===== src/hdl/switch_fault_defs.svh =====
// Shared constants of the switch fault manager: command codes, field
// positions and timing counts. Assumes a 10 MHz core clock.
`ifndef SWITCH_FAULT_DEFS_SVH
`define SWITCH_FAULT_DEFS_SVH

// ----------------------------------------------------------------------
// Frame layout
// ----------------------------------------------------------------------
`define WORD_BITS 24
`define NUM_OUT 16
`define OP_MSB 23
`define OP_LSB 18
`define RESP_GLOBAL_BIT 23
`define RESP_OV_BIT 22
`define GLOBAL_RETRY_BIT 17
`define GLOBAL_OV_BIT 16

// ----------------------------------------------------------------------
// Command codes
// ----------------------------------------------------------------------
`define OP_ONOFF 6'h00
`define OP_OL_EN 6'h01
`define OP_GLOBAL 6'h02
`define OP_SHORT_OFF_DIS 6'h03
`define OP_RESET 6'h3F

// ----------------------------------------------------------------------
// Reset values and timing
// ----------------------------------------------------------------------
`define REG16_RST 16'h0000
`define CLK_FREQ_MHZ 10
`define FILT_TIME_US 200
`define FILT_CYC (`FILT_TIME_US * `CLK_FREQ_MHZ)
`define SHORT_TIME_US 450
`define SHORT_CYC (`SHORT_TIME_US * `CLK_FREQ_MHZ)

`endif


===== src/hdl/switch_fault_pkg.sv =====
// Types of the switch fault manager.
// Assumes nothing of its surroundings.
package switch_fault_pkg;
   // Thermal protection state of one output
   typedef enum logic [1:0] {
      TH_RUN = 2'b00,
      TH_HOT = 2'b01,
      TH_LOCK = 2'b10
   } therm_state_t;
endpackage


===== src/hdl/switch_fault_manager.sv =====
// Fault manager of a sixteen-output low-side switch: 24-bit serial slave,
// command apply, open-load filter, fault latching and output protection.
// Assumes a 10 MHz core clock; all pins are asynchronous to it.
//
// How it works
// RULE1: Past 24 bits, received bits shift out again, a 24-bit delay stage.
// RULE2: The first 24 bits out of a frame are the fault status word.
// RULE3: On chip-select rise the last 24 received bits are applied as command.
// RULE4: Master should send 48 bits after reset and compare the echo.
// RULE5: Open load is checked only on outputs commanded off, per-output comparator.
// RULE6: Pull-down off at reset; stays on until sleep or disable command.
// RULE7: Chip-select rise starts a filter; open-load compare ignored until expiry.
// RULE8: A detected open load stays latched in the response word.
// RULE9: Without fast-shutdown-disable, persistent high drain voltage in limit turns off.
// RULE10: Thermal limit turns only that output off until cooled, then retries; code retries only with global bit 17 high.
// RULE11: Current limit, short and thermal events set response bit 23.
// RULE12: Logic supply undervoltage turns outputs off and resets control registers.
// RULE13: Load supply undervoltage turns outputs off and resets the device.
// RULE14: After cooling, global bit 17 selects staying off or retrying.
// RULE15: All response fault bits clear on chip-select rise.
// RULE16: Bits 15..0 per output, 21..16 zero, 22 overvoltage, 23 any fault.
// RULE17: Bit 17 low keeps cooled outputs off; high lets them retry.
// RULE18: Words travel most significant bit first.
// RULE19: Detector outputs pass a two-stage synchronizer before the fault logic.
// RULE20: Filter and shutdown delays are core-clock counters.
`timescale 1ns/1ps
`include "switch_fault_defs.svh"

module switch_fault_manager #(
   parameter int SHORT_CYC = `SHORT_CYC
) (
   // Clock and reset
   input wire logic i_clk_sys,
   input wire logic i_rst,
   // Serial link
   input wire logic i_sclk,
   input wire logic i_cs_n,
   input wire logic i_mosi,
   output logic o_miso,
   output logic o_miso_oe_n,
   // Supply monitors
   input wire logic i_uv_logic_supply,
   input wire logic i_uv_load_supply,
   input wire logic i_ov_load_supply,
   // Per-output detectors
   input wire logic [15:0] i_ilim,
   input wire logic [15:0] i_vds_hi,
   input wire logic [15:0] i_otemp,
   input wire logic [15:0] i_ol_cmp,
   // Drives
   output logic [15:0] o_low_side_outputs,
   output logic [15:0] o_ol_pulldown_en,
   output logic o_ov_resume
);
   localparam int SW = 70;
   localparam logic [11:0] FILT_LOAD = 12'(`FILT_CYC);

   logic [SW-1:0] sync1_ff;
   logic [SW-1:0] sync2_ff;
   logic sclk_s, cs_n_s, mosi_s, uvl_s, uvp_s, ov_s;
   logic [15:0] ilim_s, vds_s, otemp_s, olcmp_s;
   logic sclk_d_ff, cs_d_ff;
   logic sclk_rise, sclk_fall, cs_rise, cs_fall, dev_clr;
   logic [23:0] sr_ff;
   logic [5:0] bit_cnt_ff;
   logic [11:0] filt_cnt_ff;
   logic [15:0] onoff_ff, ol_en_ff, short_dis_ff;
   logic retry_ff;
   logic [15:0] fault_ff;
   logic glob_ff;
   logic [15:0] ol_set, chan_set, short_evt, therm_evt;
   logic [23:0] status;
   logic apply;

   function automatic logic op_is(input logic [23:0] w, input logic [5:0] op);
      op_is = (w[`OP_MSB:`OP_LSB] == op);
   endfunction

   // ----------------------------------------------------------------------
   // Input synchronizers
   // ----------------------------------------------------------------------
   always_ff @(posedge i_clk_sys or posedge i_rst) begin
      if (i_rst) begin
         sync1_ff <= {6'h10, 64'h0000_0000_0000_0000}; // cs_n idle high
         sync2_ff <= {6'h10, 64'h0000_0000_0000_0000};
      end else begin
         sync1_ff <= {i_sclk, i_cs_n, i_mosi, i_uv_logic_supply, i_uv_load_supply, i_ov_load_supply,
                      i_ilim, i_vds_hi, i_otemp, i_ol_cmp}; // [RULE19]
         sync2_ff <= sync1_ff;
      end
   end

   assign {sclk_s, cs_n_s, mosi_s, uvl_s, uvp_s, ov_s, ilim_s, vds_s, otemp_s, olcmp_s} = sync2_ff;
   assign dev_clr = uvl_s | uvp_s; // [RULE12] [RULE13]

   always_ff @(posedge i_clk_sys or posedge i_rst) begin
      if (i_rst) begin
         sclk_d_ff <= 1'b0;
         cs_d_ff <= 1'b1;
      end else begin
         sclk_d_ff <= sclk_s;
         cs_d_ff <= cs_n_s;
      end
   end

   assign sclk_rise = ~cs_n_s & sclk_s & ~sclk_d_ff;
   assign sclk_fall = ~cs_n_s & ~sclk_s & sclk_d_ff;
   assign cs_rise = cs_n_s & ~cs_d_ff;
   assign cs_fall = ~cs_n_s & cs_d_ff;

   // ----------------------------------------------------------------------
   // Shift stage
   // ----------------------------------------------------------------------
   assign status = {glob_ff | ov_s, ov_s, 6'h00, fault_ff}; // [RULE16]

   always_ff @(posedge i_clk_sys or posedge i_rst) begin
      if (i_rst) begin
         sr_ff <= 24'h00_0000;
         bit_cnt_ff <= 6'h00;
         o_miso <= 1'b0;
      end else if (cs_fall) begin
         sr_ff <= status; // [RULE2]
         bit_cnt_ff <= 6'h00;
         o_miso <= status[23]; // [RULE18]
      end else if (sclk_rise) begin
         sr_ff <= {sr_ff[22:0], mosi_s}; // [RULE1] [RULE18]
         bit_cnt_ff <= (bit_cnt_ff == 6'h3F) ? bit_cnt_ff : bit_cnt_ff + 6'h01;
      end else if (sclk_fall) begin
         o_miso <= sr_ff[23]; // [RULE1]
      end
   end

   assign o_miso_oe_n = cs_n_s;
   assign apply = cs_rise & (bit_cnt_ff >= 6'h18) & ~dev_clr;

   // ----------------------------------------------------------------------
   // Command apply
   // ----------------------------------------------------------------------
   always_ff @(posedge i_clk_sys or posedge i_rst) begin
      if (i_rst) begin
         onoff_ff <= `REG16_RST;
         ol_en_ff <= `REG16_RST;
         short_dis_ff <= `REG16_RST;
         retry_ff <= 1'b0;
         o_ov_resume <= 1'b0;
      end else if (dev_clr || (apply && op_is(sr_ff, `OP_RESET))) begin
         onoff_ff <= `REG16_RST; // [RULE12] [RULE6]
         ol_en_ff <= `REG16_RST;
         short_dis_ff <= `REG16_RST;
         retry_ff <= 1'b0;
         o_ov_resume <= 1'b0;
      end else if (apply) begin
         if (op_is(sr_ff, `OP_ONOFF)) begin
            onoff_ff <= sr_ff[15:0]; // [RULE3]
         end
         if (op_is(sr_ff, `OP_OL_EN)) begin
            ol_en_ff <= sr_ff[15:0]; // [RULE6]
         end
         if (op_is(sr_ff, `OP_SHORT_OFF_DIS)) begin
            short_dis_ff <= sr_ff[15:0];
         end
         if (op_is(sr_ff, `OP_GLOBAL)) begin
            retry_ff <= sr_ff[`GLOBAL_RETRY_BIT]; // [RULE14]
            o_ov_resume <= sr_ff[`GLOBAL_OV_BIT];
         end
      end
   end

   assign o_ol_pulldown_en = ol_en_ff;

   // ----------------------------------------------------------------------
   // Open-load filter and fault latch
   // ----------------------------------------------------------------------
   always_ff @(posedge i_clk_sys or posedge i_rst) begin
      if (i_rst) begin
         filt_cnt_ff <= 12'h000;
      end else if (cs_rise) begin
         filt_cnt_ff <= FILT_LOAD; // [RULE7] [RULE20]
      end else if (filt_cnt_ff != 12'h000) begin
         filt_cnt_ff <= filt_cnt_ff - 12'h001;
      end
   end

   assign ol_set = olcmp_s & ~onoff_ff & ol_en_ff & {16{filt_cnt_ff == 12'h000}}; // [RULE5] [RULE7]
   assign chan_set = ol_set | (ilim_s & onoff_ff) | short_evt | therm_evt;

   always_ff @(posedge i_clk_sys or posedge i_rst) begin
      if (i_rst) begin
         fault_ff <= 16'h0000;
         glob_ff <= 1'b0;
      end else if (dev_clr) begin
         fault_ff <= 16'h0000;
         glob_ff <= 1'b0;
      end else begin
         fault_ff <= (cs_rise ? 16'h0000 : fault_ff) | chan_set; // [RULE8] [RULE15]
         glob_ff <= (cs_rise ? 1'b0 : glob_ff) | (|chan_set) | ov_s; // [RULE11]
      end
   end

   // ----------------------------------------------------------------------
   // Output protection
   // ----------------------------------------------------------------------
   genvar gi;
   generate
      for (gi = 0; gi < `NUM_OUT; gi = gi + 1) begin : g_chan
         channel_guard #(
            .SHORT_CYC(SHORT_CYC)
         ) u_guard (
            .i_clk_sys(i_clk_sys),
            .i_rst(i_rst),
            .i_clr(dev_clr),
            .i_cmd_on(onoff_ff[gi]),
            .i_short_dis(short_dis_ff[gi]),
            .i_retry(retry_ff),
            .i_ilim(ilim_s[gi]),
            .i_vds_hi(vds_s[gi]),
            .i_otemp(otemp_s[gi]),
            .o_drive(o_low_side_outputs[gi]),
            .o_short_evt(short_evt[gi]),
            .o_therm_evt(therm_evt[gi])
         );
      end
   endgenerate

   a_uv_logic_off: assert property (@(posedge i_clk_sys) disable iff (i_rst) // [RULE12]
      uvl_s |=> (onoff_ff == 16'h0000 && short_dis_ff == 16'h0000) ##1 (o_low_side_outputs == 16'h0000))
      else $error("logic undervoltage left outputs or registers set");
   a_uv_load_off: assert property (@(posedge i_clk_sys) disable iff (i_rst) // [RULE13]
      uvp_s |=> fault_ff == 16'h0000 ##1 (o_low_side_outputs == 16'h0000))
      else $error("load undervoltage left outputs on");
   a_pulldown_clear: assert property (@(posedge i_clk_sys) disable iff (i_rst) // [RULE6]
      dev_clr |=> o_ol_pulldown_en == 16'h0000)
      else $error("pull-down stayed enabled in sleep");
   a_status_first: assert property (@(posedge i_clk_sys) disable iff (i_rst) // [RULE2]
      cs_fall |=> (sr_ff == $past(status)) && (o_miso == $past(status[23])) && (sr_ff[21:16] == 6'h00))
      else $error("frame did not start with the status word");
   a_echo_stage: assert property (@(posedge i_clk_sys) disable iff (i_rst) // [RULE1]
      (sclk_fall && bit_cnt_ff >= 6'h18) |=> o_miso == $past(sr_ff[23]))
      else $error("received bits not passed through");
   a_cmd_apply: assert property (@(posedge i_clk_sys) disable iff (i_rst) // [RULE3]
      (apply && op_is(sr_ff, `OP_ONOFF)) |=> onoff_ff == $past(sr_ff[15:0]))
      else $error("command word not applied on chip-select rise");
   a_filter_hold: assert property (@(posedge i_clk_sys) disable iff (i_rst) // [RULE7]
      cs_rise |=> (filt_cnt_ff == FILT_LOAD) ##1 (ol_set == 16'h0000))
      else $error("open load sampled inside filter time");
   a_fault_clear: assert property (@(posedge i_clk_sys) disable iff (i_rst) // [RULE15]
      (cs_rise && chan_set == 16'h0000 && !dev_clr) |=> fault_ff == 16'h0000)
      else $error("fault bits not cleared on chip-select rise");
   a_fault_latch: assert property (@(posedge i_clk_sys) disable iff (i_rst) // [RULE8]
      (ol_set != 16'h0000 && !dev_clr) |=> ((fault_ff & $past(ol_set)) == $past(ol_set)) && glob_ff)
      else $error("open load fault not latched");
   a_ol_only_off: assert property (@(posedge i_clk_sys) disable iff (i_rst) // [RULE5]
      $rose(fault_ff[0]) && !$past(ilim_s[0]) && !$past(short_evt[0]) && !$past(therm_evt[0]) |->
      !$past(onoff_ff[0]))
      else $error("open load flagged on an output commanded on");
   a_global_bit: assert property (@(posedge i_clk_sys) disable iff (i_rst) // [RULE11]
      (short_evt != 16'h0000 || therm_evt != 16'h0000) && !dev_clr |=> status[`RESP_GLOBAL_BIT])
      else $error("protection event did not set global fault bit");
endmodule


===== src/hdl/channel_guard.sv =====
// Protection of one low-side output: fast short shutdown and thermal
// shutdown with retry. Assumes synchronized detector inputs.
`timescale 1ns/1ps
`include "switch_fault_defs.svh"

module channel_guard #(
   parameter int SHORT_CYC = `SHORT_CYC
) (
   // Clock and reset
   input wire logic i_clk_sys,
   input wire logic i_rst,
   // Control
   input wire logic i_clr,
   input wire logic i_cmd_on,
   input wire logic i_short_dis,
   input wire logic i_retry,
   // Detectors
   input wire logic i_ilim,
   input wire logic i_vds_hi,
   input wire logic i_otemp,
   // Results
   output logic o_drive,
   output logic o_short_evt,
   output logic o_therm_evt
);
   localparam logic [15:0] SHORT_LAST = 16'(SHORT_CYC - 1);

   switch_fault_pkg::therm_state_t state_ff;
   logic [15:0] short_cnt_ff;
   logic trip_ff;
   logic short_cond;

   assign short_cond = i_ilim & i_vds_hi & ~i_short_dis;

   // ----------------------------------------------------------------------
   // Fast short shutdown
   // ----------------------------------------------------------------------
   always_ff @(posedge i_clk_sys or posedge i_rst) begin
      if (i_rst) begin
         short_cnt_ff <= 16'h0000;
         trip_ff <= 1'b0;
         o_short_evt <= 1'b0;
      end else begin
         o_short_evt <= 1'b0;
         if (i_clr || !i_cmd_on) begin
            short_cnt_ff <= 16'h0000;
            trip_ff <= 1'b0;
         end else if (!trip_ff && short_cond) begin
            short_cnt_ff <= short_cnt_ff + 16'h0001; // [RULE20]
            if (short_cnt_ff == SHORT_LAST) begin
               trip_ff <= 1'b1; // [RULE9]
               o_short_evt <= 1'b1;
            end
         end else if (!trip_ff) begin
            short_cnt_ff <= 16'h0000;
         end
      end
   end

   // ----------------------------------------------------------------------
   // Thermal shutdown and retry
   // ----------------------------------------------------------------------
   always_ff @(posedge i_clk_sys or posedge i_rst) begin
      if (i_rst) begin
         state_ff <= switch_fault_pkg::TH_RUN;
         o_therm_evt <= 1'b0;
      end else begin
         o_therm_evt <= 1'b0;
         if (i_clr) begin
            state_ff <= switch_fault_pkg::TH_RUN;
         end else begin
            case (state_ff)
               switch_fault_pkg::TH_RUN: begin
                  if (i_otemp && i_cmd_on) begin
                     state_ff <= switch_fault_pkg::TH_HOT; // [RULE10]
                     o_therm_evt <= 1'b1;
                  end
               end
               switch_fault_pkg::TH_HOT: begin
                  if (!i_otemp) begin
                     state_ff <= i_retry ? switch_fault_pkg::TH_RUN : switch_fault_pkg::TH_LOCK; // [RULE14] [RULE17]
                  end
               end
               switch_fault_pkg::TH_LOCK: begin
                  if (!i_cmd_on) begin
                     state_ff <= switch_fault_pkg::TH_RUN;
                  end
               end
               default: begin
                  state_ff <= switch_fault_pkg::TH_RUN;
               end
            endcase
         end
      end
   end

   always_ff @(posedge i_clk_sys or posedge i_rst) begin
      if (i_rst) begin
         o_drive <= 1'b0;
      end else begin
         o_drive <= i_cmd_on & ~i_clr & ~trip_ff & (state_ff == switch_fault_pkg::TH_RUN);
      end
   end

   a_short_off: assert property (@(posedge i_clk_sys) disable iff (i_rst) // [RULE9]
      (!trip_ff && i_cmd_on && !i_clr && short_cond && short_cnt_ff == SHORT_LAST) |-> ##2 !o_drive)
      else $error("output still driven after short persisted");
   a_therm_off: assert property (@(posedge i_clk_sys) disable iff (i_rst) // [RULE10]
      (state_ff == switch_fault_pkg::TH_RUN && i_otemp && i_cmd_on && !i_clr) |-> ##2 !o_drive)
      else $error("output still driven after thermal limit");
   a_lock_holds: assert property (@(posedge i_clk_sys) disable iff (i_rst) // [RULE17]
      (state_ff == switch_fault_pkg::TH_HOT && !i_otemp && !i_retry && !i_clr) |=>
      (state_ff == switch_fault_pkg::TH_LOCK) ##1 !o_drive)
      else $error("cooled output left lock without retry");
endmodule


===== config.mk =====
export PLATFORM = sky130hd
export DESIGN_NAME = switch_fault_manager
export DESIGN_NICKNAME = d
export VERILOG_FILES = /design/src/hdl/switch_fault_pkg.sv /design/src/hdl/switch_fault_manager.sv /design/src/hdl/channel_guard.sv
export VERILOG_INCLUDE_DIRS = /design/src /design/src/hdl
export SDC_FILE = /design/constraint.sdc
export NUM_CORES = 1
export LEC_CHECK = 0
export ABC_CLOCK_PERIOD_IN_PS = 48300
export CAP_MARGIN = 0
export CORE_MARGIN = 5
export CORE_UTILIZATION = 32
export DETAILED_ROUTE_END_ITERATION = 8
export DONT_BUFFER_PORTS = 1
export GPL_ROUTABILITY_DRIVEN = 1
export GPL_TIMING_DRIVEN = 0
export HOLD_SLACK_MARGIN = 0.08
export SYNTH_ARGS = -nofsm -noshare
export SYNTH_HDL_FRONTEND = slang
export SYNTH_SLANG_ARGS = --single-unit

===== constraint.sdc =====
create_clock -name i_clk_sys -period 48.3 [get_ports i_clk_sys]
set_clock_uncertainty 0.05 [all_clocks]
set_input_delay 4.83 -clock i_clk_sys [delete_from_list [all_inputs] [get_ports i_clk_sys]]
set_output_delay 4.83 -clock i_clk_sys [all_outputs]
set_load 0.1 [all_outputs]

==> impl_metrics.tcl, run 1 <==
set metrics [dict create \
    status "finished clean" \
    rsz0062_at_grt "no" \
    setup_violations 0 \
    fin_crit_sh_pct 13.7 \
    grt_pass1_wl_um 106000 \
    reg2reg_to "g_chan[15].u_guard.short_cnt_ff[15]" \
    yosys-top-cells-area "dfrtp_1 58%, o21ai_0 7.7%, nand2_1 5.5%" \
    yosys.area.top_type_share_pct 58.1 \
    synth_enable_flop_cells 0 \
    slew-limit-headroom_pct 25.4 \
    r2r_cells 8 \
    cts_buffer_depth 3 \
    ys_types 66 \
    core_um2 80300 \
    io_pins 107 \
    die_height_um 294 \
    grt_pass1_vias 18600 \
    ff2ff_setup_slack_ps 45080 \
    clkLatencyLatePin_ps 620 \
    vias 19500 \
    port_buffers 0 \
    period_needed_ps 6600 \
    grt_overflow_total 0 \
    finalNonFillerCells 3733 \
    viasPerCell 5.22 \
    cp_data_required_time_ps 43420 \
    cts.sinks 604 \
    crit_type "register to output port" \
    power.density_nw_per_um2 36.7 \
    cp.depth 0 \
    leakagePower_uw 0.0126 \
    async_reset_ff_share_pct 100 \
    multiInputGateArea_um2 10000 \
    cp-startpoint "o_ol_pulldown_en[14]" \
    clockRootBuffer "clkbuf_16" \
    r2r_start "sync2_ff[65]" \
    endpoint "o_ol_pulldown_en[14]" \
    area_delta_synth_final_pct 14.7 \
    syn-cell-area_um2 25900 \
    synthFlopType "dfrtp_1" \
    critPathCaptureType "output port" \
    dr.pass1.iters 5 \
    crit_arrival_ps 1720 \
    place_inst 3608 \
    synth_area_leader_cell "dfrtp_1" \
    synth-warning-count 0 \
    yosys_register_bits 604 \
    grt_max_degree 112 \
    fmax_mhz 152 \
    postRouteWirelength_um 65900 \
    tns_ps 0 \
    fillers 7810 \
    rows 104 \
    cts_made_buffers 68 \
    dpl.hpwl_um 44700 \
    cts.hold.buffers_added 0 \
    drc 0 \
    cts_tree "yes" \
    tightest_slew_ps 1120 \
    htree_levels 3 \
    postRouteAntennaNets 0 \
    worstPathMaxFanout 3 \
    start_util_pct 32.2 \
    cts_setup_buffers 0 \
    clkTransAtPathRegs_ps 60 \
    synthesis.nets 2634 \
    synthCells 2543 \
    register_area_um2 15100 \
    gp_congestion 0.848 \
    worstSetupStartpointType "register" \
    avgSynthCellArea_um2 10.2 \
    fin_nets 2709 \
    antenna_found_initial 2 \
    die_area_um2 86600 \
    hold_path_class "register to register" \
    drt_iter0_markers 1367 \
    slew_violations 0 \
    finalHoldViolCount 0 \
    drive_gt1_share_pct 8.16 \
    grt_usage_pct 15.0 \
    post_cts_resized 0 \
    maxCapViolCount 0 \
    synth-seq-area-share_pct 58.4 \
    dieWidth_um 294 \
    ir_drop_uv 27.6 \
    post_drt_wl_per_cell_um 17.6 \
]
==> where the power goes <==
part	leakage [µW]	switching, µW	internal [µW]
clock	0.00113	218	312
sequential	0.00806	10.3	516
combinational	0.00338	24.6	7.59
total	0.0126	253	836
==> registers in the layout (all words and copies together), names as in the netlist, 6 cells and up <==
signal	count
onoff_ff	16
bit_cnt_ff	6
o_ol_pulldown_en	16
g_chan.u_guard.state_ff	32
fault_ff	16
sync2_ff	70
g_chan.u_guard.o_therm_evt	16
g_chan.u_guard.o_drive	16
g_chan.u_guard.o_short_evt	16
sync1_ff	70
g_chan.u_guard.trip_ff	16
filt_cnt_ff	12
sr_ff	24
short_dis_ff	16
g_chan.u_guard.short_cnt_ff	256
==> worst min-delay path by stage <==
stage          depth (start not counted)         start  slack [ps]            to
6_report                               0  sync1_ff[16]         290  sync2_ff[16]
5_1_grt                                0  sync1_ff[38]         300  sync2_ff[38]
3_3_place_gp                           0  sync1_ff[12]         280  sync2_ff[12]
4_1_cts                                0  sync1_ff[57]         290  sync2_ff[57]
3_5_place_dp                           0  sync1_ff[38]         280  sync2_ff[38]
2_1_floorplan                          0   sync1_ff[0]         280   sync2_ff[0]
==> synth_stat cells, types with 22 or more instances <==
| library cell | number |
|---|---|
| a21oi_1 | 66 |
| a22o_1 | 22 |
| a31oi_1 | 42 |
| and3_1 | 52 |
| clkbuf_1 | 77 |
| dfrtp_1 | 601 |
| inv_1 | 39 |
| nand2_1 | 377 |
| nand2b_1 | 22 |
| nand3_1 | 108 |
| nand4_1 | 39 |
| nor2_1 | 162 |
| nor3_1 | 39 |
| nor4_1 | 60 |
| nor4b_1 | 46 |
| o21ai_0 | 397 |
| o31ai_1 | 53 |
| xor2_1 | 26 |
==> worst reg2reg max path, cell delays in order (launching register included) <==
cell	delay, ps
dfrtp_1	400
nor2_4	420
clkbuf_1	740
buf_2	470
nand3_1	360
clkbuf_1	320
a31oi_1	190
o21ai_0	90
o31ai_1	90
==> stage by stage <==
step | hold slack, ps | total power [µW] | cell area, µm² | util [%] | worst slack (ps)
5_1_grt | 299 | 1130 | 29700 | 36.9 | 41650
3_3_place_gp | 283 | 567 | 27200 | 33.9 | 19610
6_report | 293 | 1090 | 29700 | 37.0 | 41700
3_5_place_dp | 285 | 569 | 27300 | 34.1 | 41300
4_1_cts | 295 | 1110 | 29700 | 36.9 | 41650
2_1_floorplan | 281 | 554 | 25900 | - | 26520
==> kinds of logic after synthesis <==
family	count (synthesis)	synth area share, %
AND/OR/NAND/NOR	1061	21.5
AO/OA/AOI/OAI	656	14.8
flip-flops	604	58.4
buffers and inverters	158	2.75
XOR/XNOR	44	1.49
adder cells (fa/ha/maj)	19	0.919
multiplexers	1	0.0387
==> layout by cell type, fill, tap and decap left out, types with 52 or more instances in the layout <==
cell type  netlist  routed
a21oi_1         66      66
and3_1          52      52
clkbuf_1        77      84
clkbuf_16        0      68
dfrtp_1        601     601
nand2_1        377     377
nand3_1        108     108
nor2_1         162     162
nor4_1          60      60
o21ai_0        397     397
o31ai_1         53      53
==> metal layers <==
layer  global-route usage (%)  vias to the layer above  part of all wire, %
met2                     23.2                      396                   45
met5                        0                        -                    0
met4                     4.57                        0                  2.3
met1                     21.4                     9588                   47
li1                         -                     9406                    -
met3                     3.09                       87                  5.6
==> final cells by class <==
cell class / count / share of cell area [%]
tap: 1060 / 4.47
clock buffer: 86 / 6.33
multi-input combinational: 1781 / 33.8
inverter: 39 / 0.519
sequential: 604 / 51.0
buffer: 119 / 1.91
antenna: 3 / 0.0253
clock inverter: 36 / 1.49
timing repair buffer: 5 / 0.464
Note: power is estimated with default switching activity, not from simulation.
==> run 2: changes to the inputs <==
--- a/config.mk
+++ b/config.mk
@@ -6,7 +6,7 @@
 export SDC_FILE = /design/constraint.sdc
 export NUM_CORES = 1
 export LEC_CHECK = 0
-export ABC_CLOCK_PERIOD_IN_PS = 48300
+export ABC_CLOCK_PERIOD_IN_PS = 6000
 export CAP_MARGIN = 0
 export CORE_MARGIN = 5
 export CORE_UTILIZATION = 32
==> constraint.sdc (replaced) <==
create_clock -name i_clk_sys -period 6 [get_ports i_clk_sys]
set_clock_uncertainty 0.05 [all_clocks]
set_input_delay 0.6 -clock i_clk_sys [delete_from_list [all_inputs] [get_ports i_clk_sys]]
set_output_delay 0.6 -clock i_clk_sys [all_outputs]
set_load 0.1 [all_outputs]
==> run 2 against run 1 <==
Cell count grew 1.9%. Die area is the same. Via count grew 1.9%. Sequential power grew to 8.0 times the previous value.
==> impl_metrics.tcl, run 2 (same netlist as run 1, synthesis figures left out) <==
set metrics [dict create \
    clkTransAtPathRegs_ps 60 \
    hold_path_class "register to register" \
    power.density_nw_per_um2 282 \
    crit_slowest_cell "clkbuf_1" \
    status "finished clean" \
    grt_pass1_vias 18900 \
    crit_type "register to register" \
    postRouteAntennaNets 0 \
    clockRootBuffer "clkbuf_16" \
    setup_violations 0 \
    leakagePower_uw 0.0129 \
    htree_levels 3 \
    dpl.hpwl_um 45900 \
    core_um2 80300 \
    critPathCaptureType "register" \
    pwr-share-seq_pct 49.5 \
    grt_pass1_wl_um 107000 \
    top_regs "g_chan.u_guard.short_cnt_ff: 256 flops, sync1_ff: 70 flops, sync2_ff: 70 flops" \
    critPathBufInv 3 \
    fin_nets 2790 \
    cts_setup_buffers 0 \
    die_height_um 294 \
    post_cts_resized 0 \
    p_sw_share_pct 22.6 \
    crit_arrival_ps 3770 \
    maxCapViolCount 0 \
    period_needed_ps 3320 \
    cts_made_buffers 66 \
    p_int_uw 6630 \
    clkLatencyLatePin_ps 610 \
    viasPerCell 5.22 \
    grt_overflow_total 0 \
    dpl_cell_area_um2 27500 \
    drive_gt1_share_pct 7.80 \
    p_clk_share_pct 46.9 \
    final_cell_mix "601 x dfrtp_1, 397 x o21ai_0, 377 x nand2_1" \
    layout_commonest_cell "dfrtp_1" \
    vias 19900 \
    grt_usage_pct 15.1 \
    start_util_pct 32.2 \
    worstPathCellList "nor2_4 > clkbuf_1 > buf_2 > nand3_1 > clkbuf_1 > a31oi_1 > o21ai_0 > o31ai_1" \
    fillers 7888 \
    cts.sinks 604 \
    io_pins 107 \
    post_drt_wl_per_cell_um 17.4 \
    drt_iter0_markers 1560 \
    cts_tree "yes" \
    antenna_found_initial 0 \
    dr.pass1.iters 7 \
    slew-limit-headroom_pct 23.1 \
    cts_buffer_depth 3 \
    die_area_um2 86600 \
    port_buffers 0 \
    cp_common_cell "clkbuf_1" \
    worstPathMaxFanout 10 \
    critPathMaxStageDelay_ps 800 \
    rsz0062_at_grt "no" \
    crit_family "buffers and inverters" \
    cp_data_required_time_ps 6450 \
    area_delta_synth_final_pct 17.4 \
    p_switching_uw 1940 \
    grt_max_degree 44 \
    antenna_cells 0 \
    fmax_mhz 302 \
    rows 104 \
    dieWidth_um 294 \
    ff2ff_setup_slack_ps 2680 \
    comb_power_share_pct 3.6 \
    finalHoldViolCount 0 \
    ir_drop_uv 220 \
    gp_congestion 0.841 \
    tightest_slew_ps 1150 \
    final_area_um2 30400 \
    fin_util_pct 37.8 \
    largest_reg_flops 256 \
    worstSetupStartpointType "register" \
    postRouteWirelength_um 66200 \
    slew_violations 0 \
    top_register "g_chan.u_guard.short_cnt_ff" \
    fin_crit_sh_pct 55.3 \
    drc 0 \
]
run 2: cell count changes in the layout (fill, tap and decap cells not counted), moves of 2 or more:
cell,previous run,this run
buf_12,0,17
buf_16,5,0
bufinv_16,6,4
clkbuf_1,84,92
clkinv_2,12,9
clkinv_4,4,0
clkinv_8,4,2
clkinvlp_4,6,3
diode_2,3,0
dlygate4sd3_1,0,71
run 2: final cells by class:
class                      instances  area [µm²]  share of cell area [%]
buffer                           119         566                    1.86
clock buffer                      93        1880                    6.20
clock inverter                    21         248                   0.815
inverter                          39         150                   0.494
multi-input combinational       1781       10000                    33.0
sequential                       604       15100                    49.8
tap                             1060        1330                    4.37
timing repair buffer              88        1050                    3.46
run 2: power groups by stage:
stage | combinational, µW | clock [µW] | sequential [µW]
2_1_floorplan | 174 | 0 | 4290
5_1_grt | 356 | 4310 | 4240
3_3_place_gp | 251 | 0 | 4320
4_1_cts | 322 | 4140 | 4240
3_5_place_dp | 282 | 0 | 4310
6_report | 312 | 4020 | 4240
run 2: metal layers:
layer	vias to the layer above	track usage [%]	wire length, µm
li1	9518	-	-
met1	9822	21.6	31300
met2	413	22.8	29500
met3	99	3.10	3550
met4	0	5.30	1920
met5	-	0	0
run 2: what timing repair did:
item	CTS	global route
hold buffers	71	0
hold endpoints to repair	89	0
setup endpoints to repair	0	0
run 2: worst paths after layout:
kind	from	to	cells past startpoint
hold reg to reg	sync1_ff[8]	sync2_ff[8]	0
max in group asynchronous	i_rst	sync1_ff[8]	7
setup reg to reg	sync2_ff[65]	g_chan[15].u_guard.short_cnt_ff[15]	8
hold / removal	sync1_ff[8]	sync2_ff[8]	0
min in group asynchronous	i_rst	sync1_ff[21]	2
setup / recovery	sync2_ff[65]	g_chan[15].u_guard.short_cnt_ff[15]	8
run 2: per-stage QoR:
| stage | std cells | worst slack [ps] | power [µW] | hold WS [ps] | TNS (ps) |
|---|---|---|---|---|---|
| after floorplan | 2543 | -2890 | 4460 | 281 | -1736620 |
| after global placement | 3603 | -6410 | 4570 | 282 | -3831460 |
| after detailed placement | 3620 | 2720 | 4590 | 285 | 0 |
| after CTS | 3805 | 2700 | 8700 | 293 | 0 |
| after global routing | 3805 | 2440 | 8910 | 297 | 0 |
| final | 3805 | 2680 | 8570 | 290 | 0 |
==> run 3: changes to the inputs <==
--- a/config.mk
+++ b/config.mk
@@ -6,7 +6,7 @@
 export SDC_FILE = /design/constraint.sdc
 export NUM_CORES = 1
 export LEC_CHECK = 0
-export ABC_CLOCK_PERIOD_IN_PS = 6000
+export ABC_CLOCK_PERIOD_IN_PS = 3400
 export CAP_MARGIN = 0
 export CORE_MARGIN = 5
 export CORE_UTILIZATION = 32
==> constraint.sdc (replaced) <==
create_clock -name i_clk_sys -period 3.4 [get_ports i_clk_sys]
set_clock_uncertainty 0.05 [all_clocks]
set_input_delay 0.34 -clock i_clk_sys [delete_from_list [all_inputs] [get_ports i_clk_sys]]
set_output_delay 0.34 -clock i_clk_sys [all_outputs]
set_load 0.1 [all_outputs]
==> run 3 against run 2 <==
The run now ends with DRC left. Wire length is essentially flat. Sequential power grew 76%. Core utilization is essentially flat. Sequential share of layout area is essentially flat. Critical path depth shrank 2. Worst setup slack lost 2300 ps. Global-route usage is the same. Total power grew 76%. Combinational power grew 77%. Via count is essentially flat. Maximum frequency grew 10%. Design area is essentially flat. Largest power group unchanged.
==> impl_metrics.tcl, run 3 (same netlist as run 1, synthesis figures left out) <==
set metrics [dict create \
    antenna_cells 0 \
    drt_iter0_markers 1561 \
    maxCapViolCount 0 \
    leakagePower_uw 0.0129 \
    dieWidth_um 294 \
    dr.pass1.iters 9 \
    place_inst 3620 \
    cts_made_buffers 66 \
    hold_path_class "input port to register" \
    antenna_found_initial 0 \
    power_uw 15100 \
    power.density_nw_per_um2 498 \
    p_clk_share_pct 46.9 \
    clockRootBuffer "clkbuf_16" \
    worstPathCellList "nand2b_1 > o21ai_0 > o21ai_0 > clkbuf_1 > nand2_1 > o21ai_0" \
    grt_overflow_total 0 \
    start_util_pct 32.2 \
    final_cell_mix "601 x dfrtp_1, 397 x o21ai_0, 377 x nand2_1" \
    fillers 7887 \
    postRouteWirelength_um 66200 \
    fmax_mhz 333 \
    slew_violations 0 \
    cts_tree "yes" \
    ir_drop_uv 388 \
    pwr-share-seq_pct 49.5 \
    fin_crit_sh_pct 88.3 \
    htree_levels 3 \
    grt_max_degree 44 \
    gp_congestion 0.841 \
    vias 19800 \
    crit_arrival_ps 3400 \
    crit_type "register to register" \
    comb_power_share_pct 3.6 \
    fin_nets 2790 \
    p_sw_share_pct 22.6 \
    critPathCaptureType "register" \
    p_switching_uw 3420 \
    post_drt_wl_per_cell_um 17.4 \
    grt_usage_pct 15.1 \
    cp_data_required_time_ps 3800 \
    finalNonFillerCells 3805 \
    worstPathMaxFanout 10 \
    setup_violations 0 \
    grt_pass1_vias 18900 \
    crit_slowest_cell "dfstp_4" \
    area_delta_synth_final_pct 17.5 \
    largest_reg_flops 256 \
    die_height_um 294 \
    port_buffers 0 \
    cts_buffer_depth 3 \
    postRouteAntennaNets 0 \
    io_pins 107 \
    cp_common_cell "o21ai_0" \
    top_regs "g_chan.u_guard.short_cnt_ff: 256 flops, sync1_ff: 70 flops, sync2_ff: 70 flops" \
    tns_ps 0 \
    cts.sinks 604 \
    viasPerCell 5.22 \
    slew-limit-headroom_pct 23.2 \
    clkTransAtPathRegs_ps 60 \
    rows 104 \
    layout_commonest_cell "dfrtp_1" \
    die_area_um2 86600 \
    grt_pass1_wl_um 107000 \
    p_int_uw 11700 \
    clkLatencyLatePin_ps 610 \
    violations "DRC" \
    drive_gt1_share_pct 7.83 \
    dpl.hpwl_um 45900 \
    critPathMaxStageDelay_ps 860 \
    tightest_slew_ps 1150 \
    drc 1 \
    worstSetupStartpointType "register" \
    rsz0062_at_grt "no" \
    period_needed_ps 3000 \
    core_um2 80300 \
    whs_ps 230 \
    status "complete, but fails checks" \
    top_register "g_chan.u_guard.short_cnt_ff" \
    finalHoldViolCount 0 \
]
## run 3: layout make-up
cell class / instances / area, µm² / share of cell area (%)
clock inverters: 21 / 248 / 0.815
flip-flops and latches: 604 / 15100 / 49.8
plain buffers: 119 / 567 / 1.87
repair buffers: 88 / 1050 / 3.46
multi-input cells: 1781 / 10000 / 33.0
clock buffers: 93 / 1880 / 6.20
inverters: 39 / 150 / 0.494
well taps: 1060 / 1330 / 4.36
## run 3: repair_timing
item | CTS | global route
setup endpoints to repair | 0 | 14
setup buffers | 0 | 0
hold buffers | 71 | 0
endpoints found under the hold margin | 161 | 0
resized for setup | 0 | 4
## run 3: final timing paths
| kind | endpoint | slack, ps | start | depth (start not counted) |
|---|---|---|---|---|
| max in group asynchronous | sync1_ff[8] | 1460 | i_rst | 7 |
| min | sync1_ff[0] | 230 | i_ol_cmp[0] | 1 |
| min reg2reg | sync2_ff[8] | 290 | sync1_ff[8] | 0 |
| min in group asynchronous | sync1_ff[21] | 240 | i_rst | 2 |
| max | short_dis_ff[12] | 400 | sync2_ff[68] | 6 |
| max reg2reg | short_dis_ff[12] | 400 | sync2_ff[68] | 6 |
## run 3: per-stage QoR
step / cell area [µm²] / setup WS [ps] / util, %
after detailed placement: 27500 / 124 / 34.3
after floorplan: 25900 / -5230 / -
after global routing: 30400 / 175 / 37.8
final: 30400 / 398 / 37.8
after global placement: 27200 / -8750 / 33.9
after CTS: 30400 / 98.5 / 37.8
## run 3: critical path: cells and delay by family, from the launching register on
family                 cells  cell delay (ps)
DFF                        1              860
AOI/OAI and AO/OA          3             1030
and+or+nand+nor            2              400
buffers and inverters      1              490
## run 3: per-layer routing
| layer | routed length, µm | GRT usage [%] | vias up | share of wire [%] |
|---|---|---|---|---|
| li1 | - | - | 9518 | - |
| met1 | 31200 | 21.6 | 9803 | 47 |
| met2 | 29400 | 22.8 | 424 | 44 |
| met3 | 3650 | 3.10 | 100 | 5.5 |
| met4 | 1940 | 5.30 | 0 | 2.9 |
| met5 | 0 | 0 | - | 0 |
## run 3: power by group through the flow
stage	sequential [µW]	combinational, µW	clock, µW
global route	7490	628	7600
CTS	7480	568	7300
global placement	7620	442	0
floorplan	7570	306	0
finish	7480	551	7090
detailed placement	7610	497	0
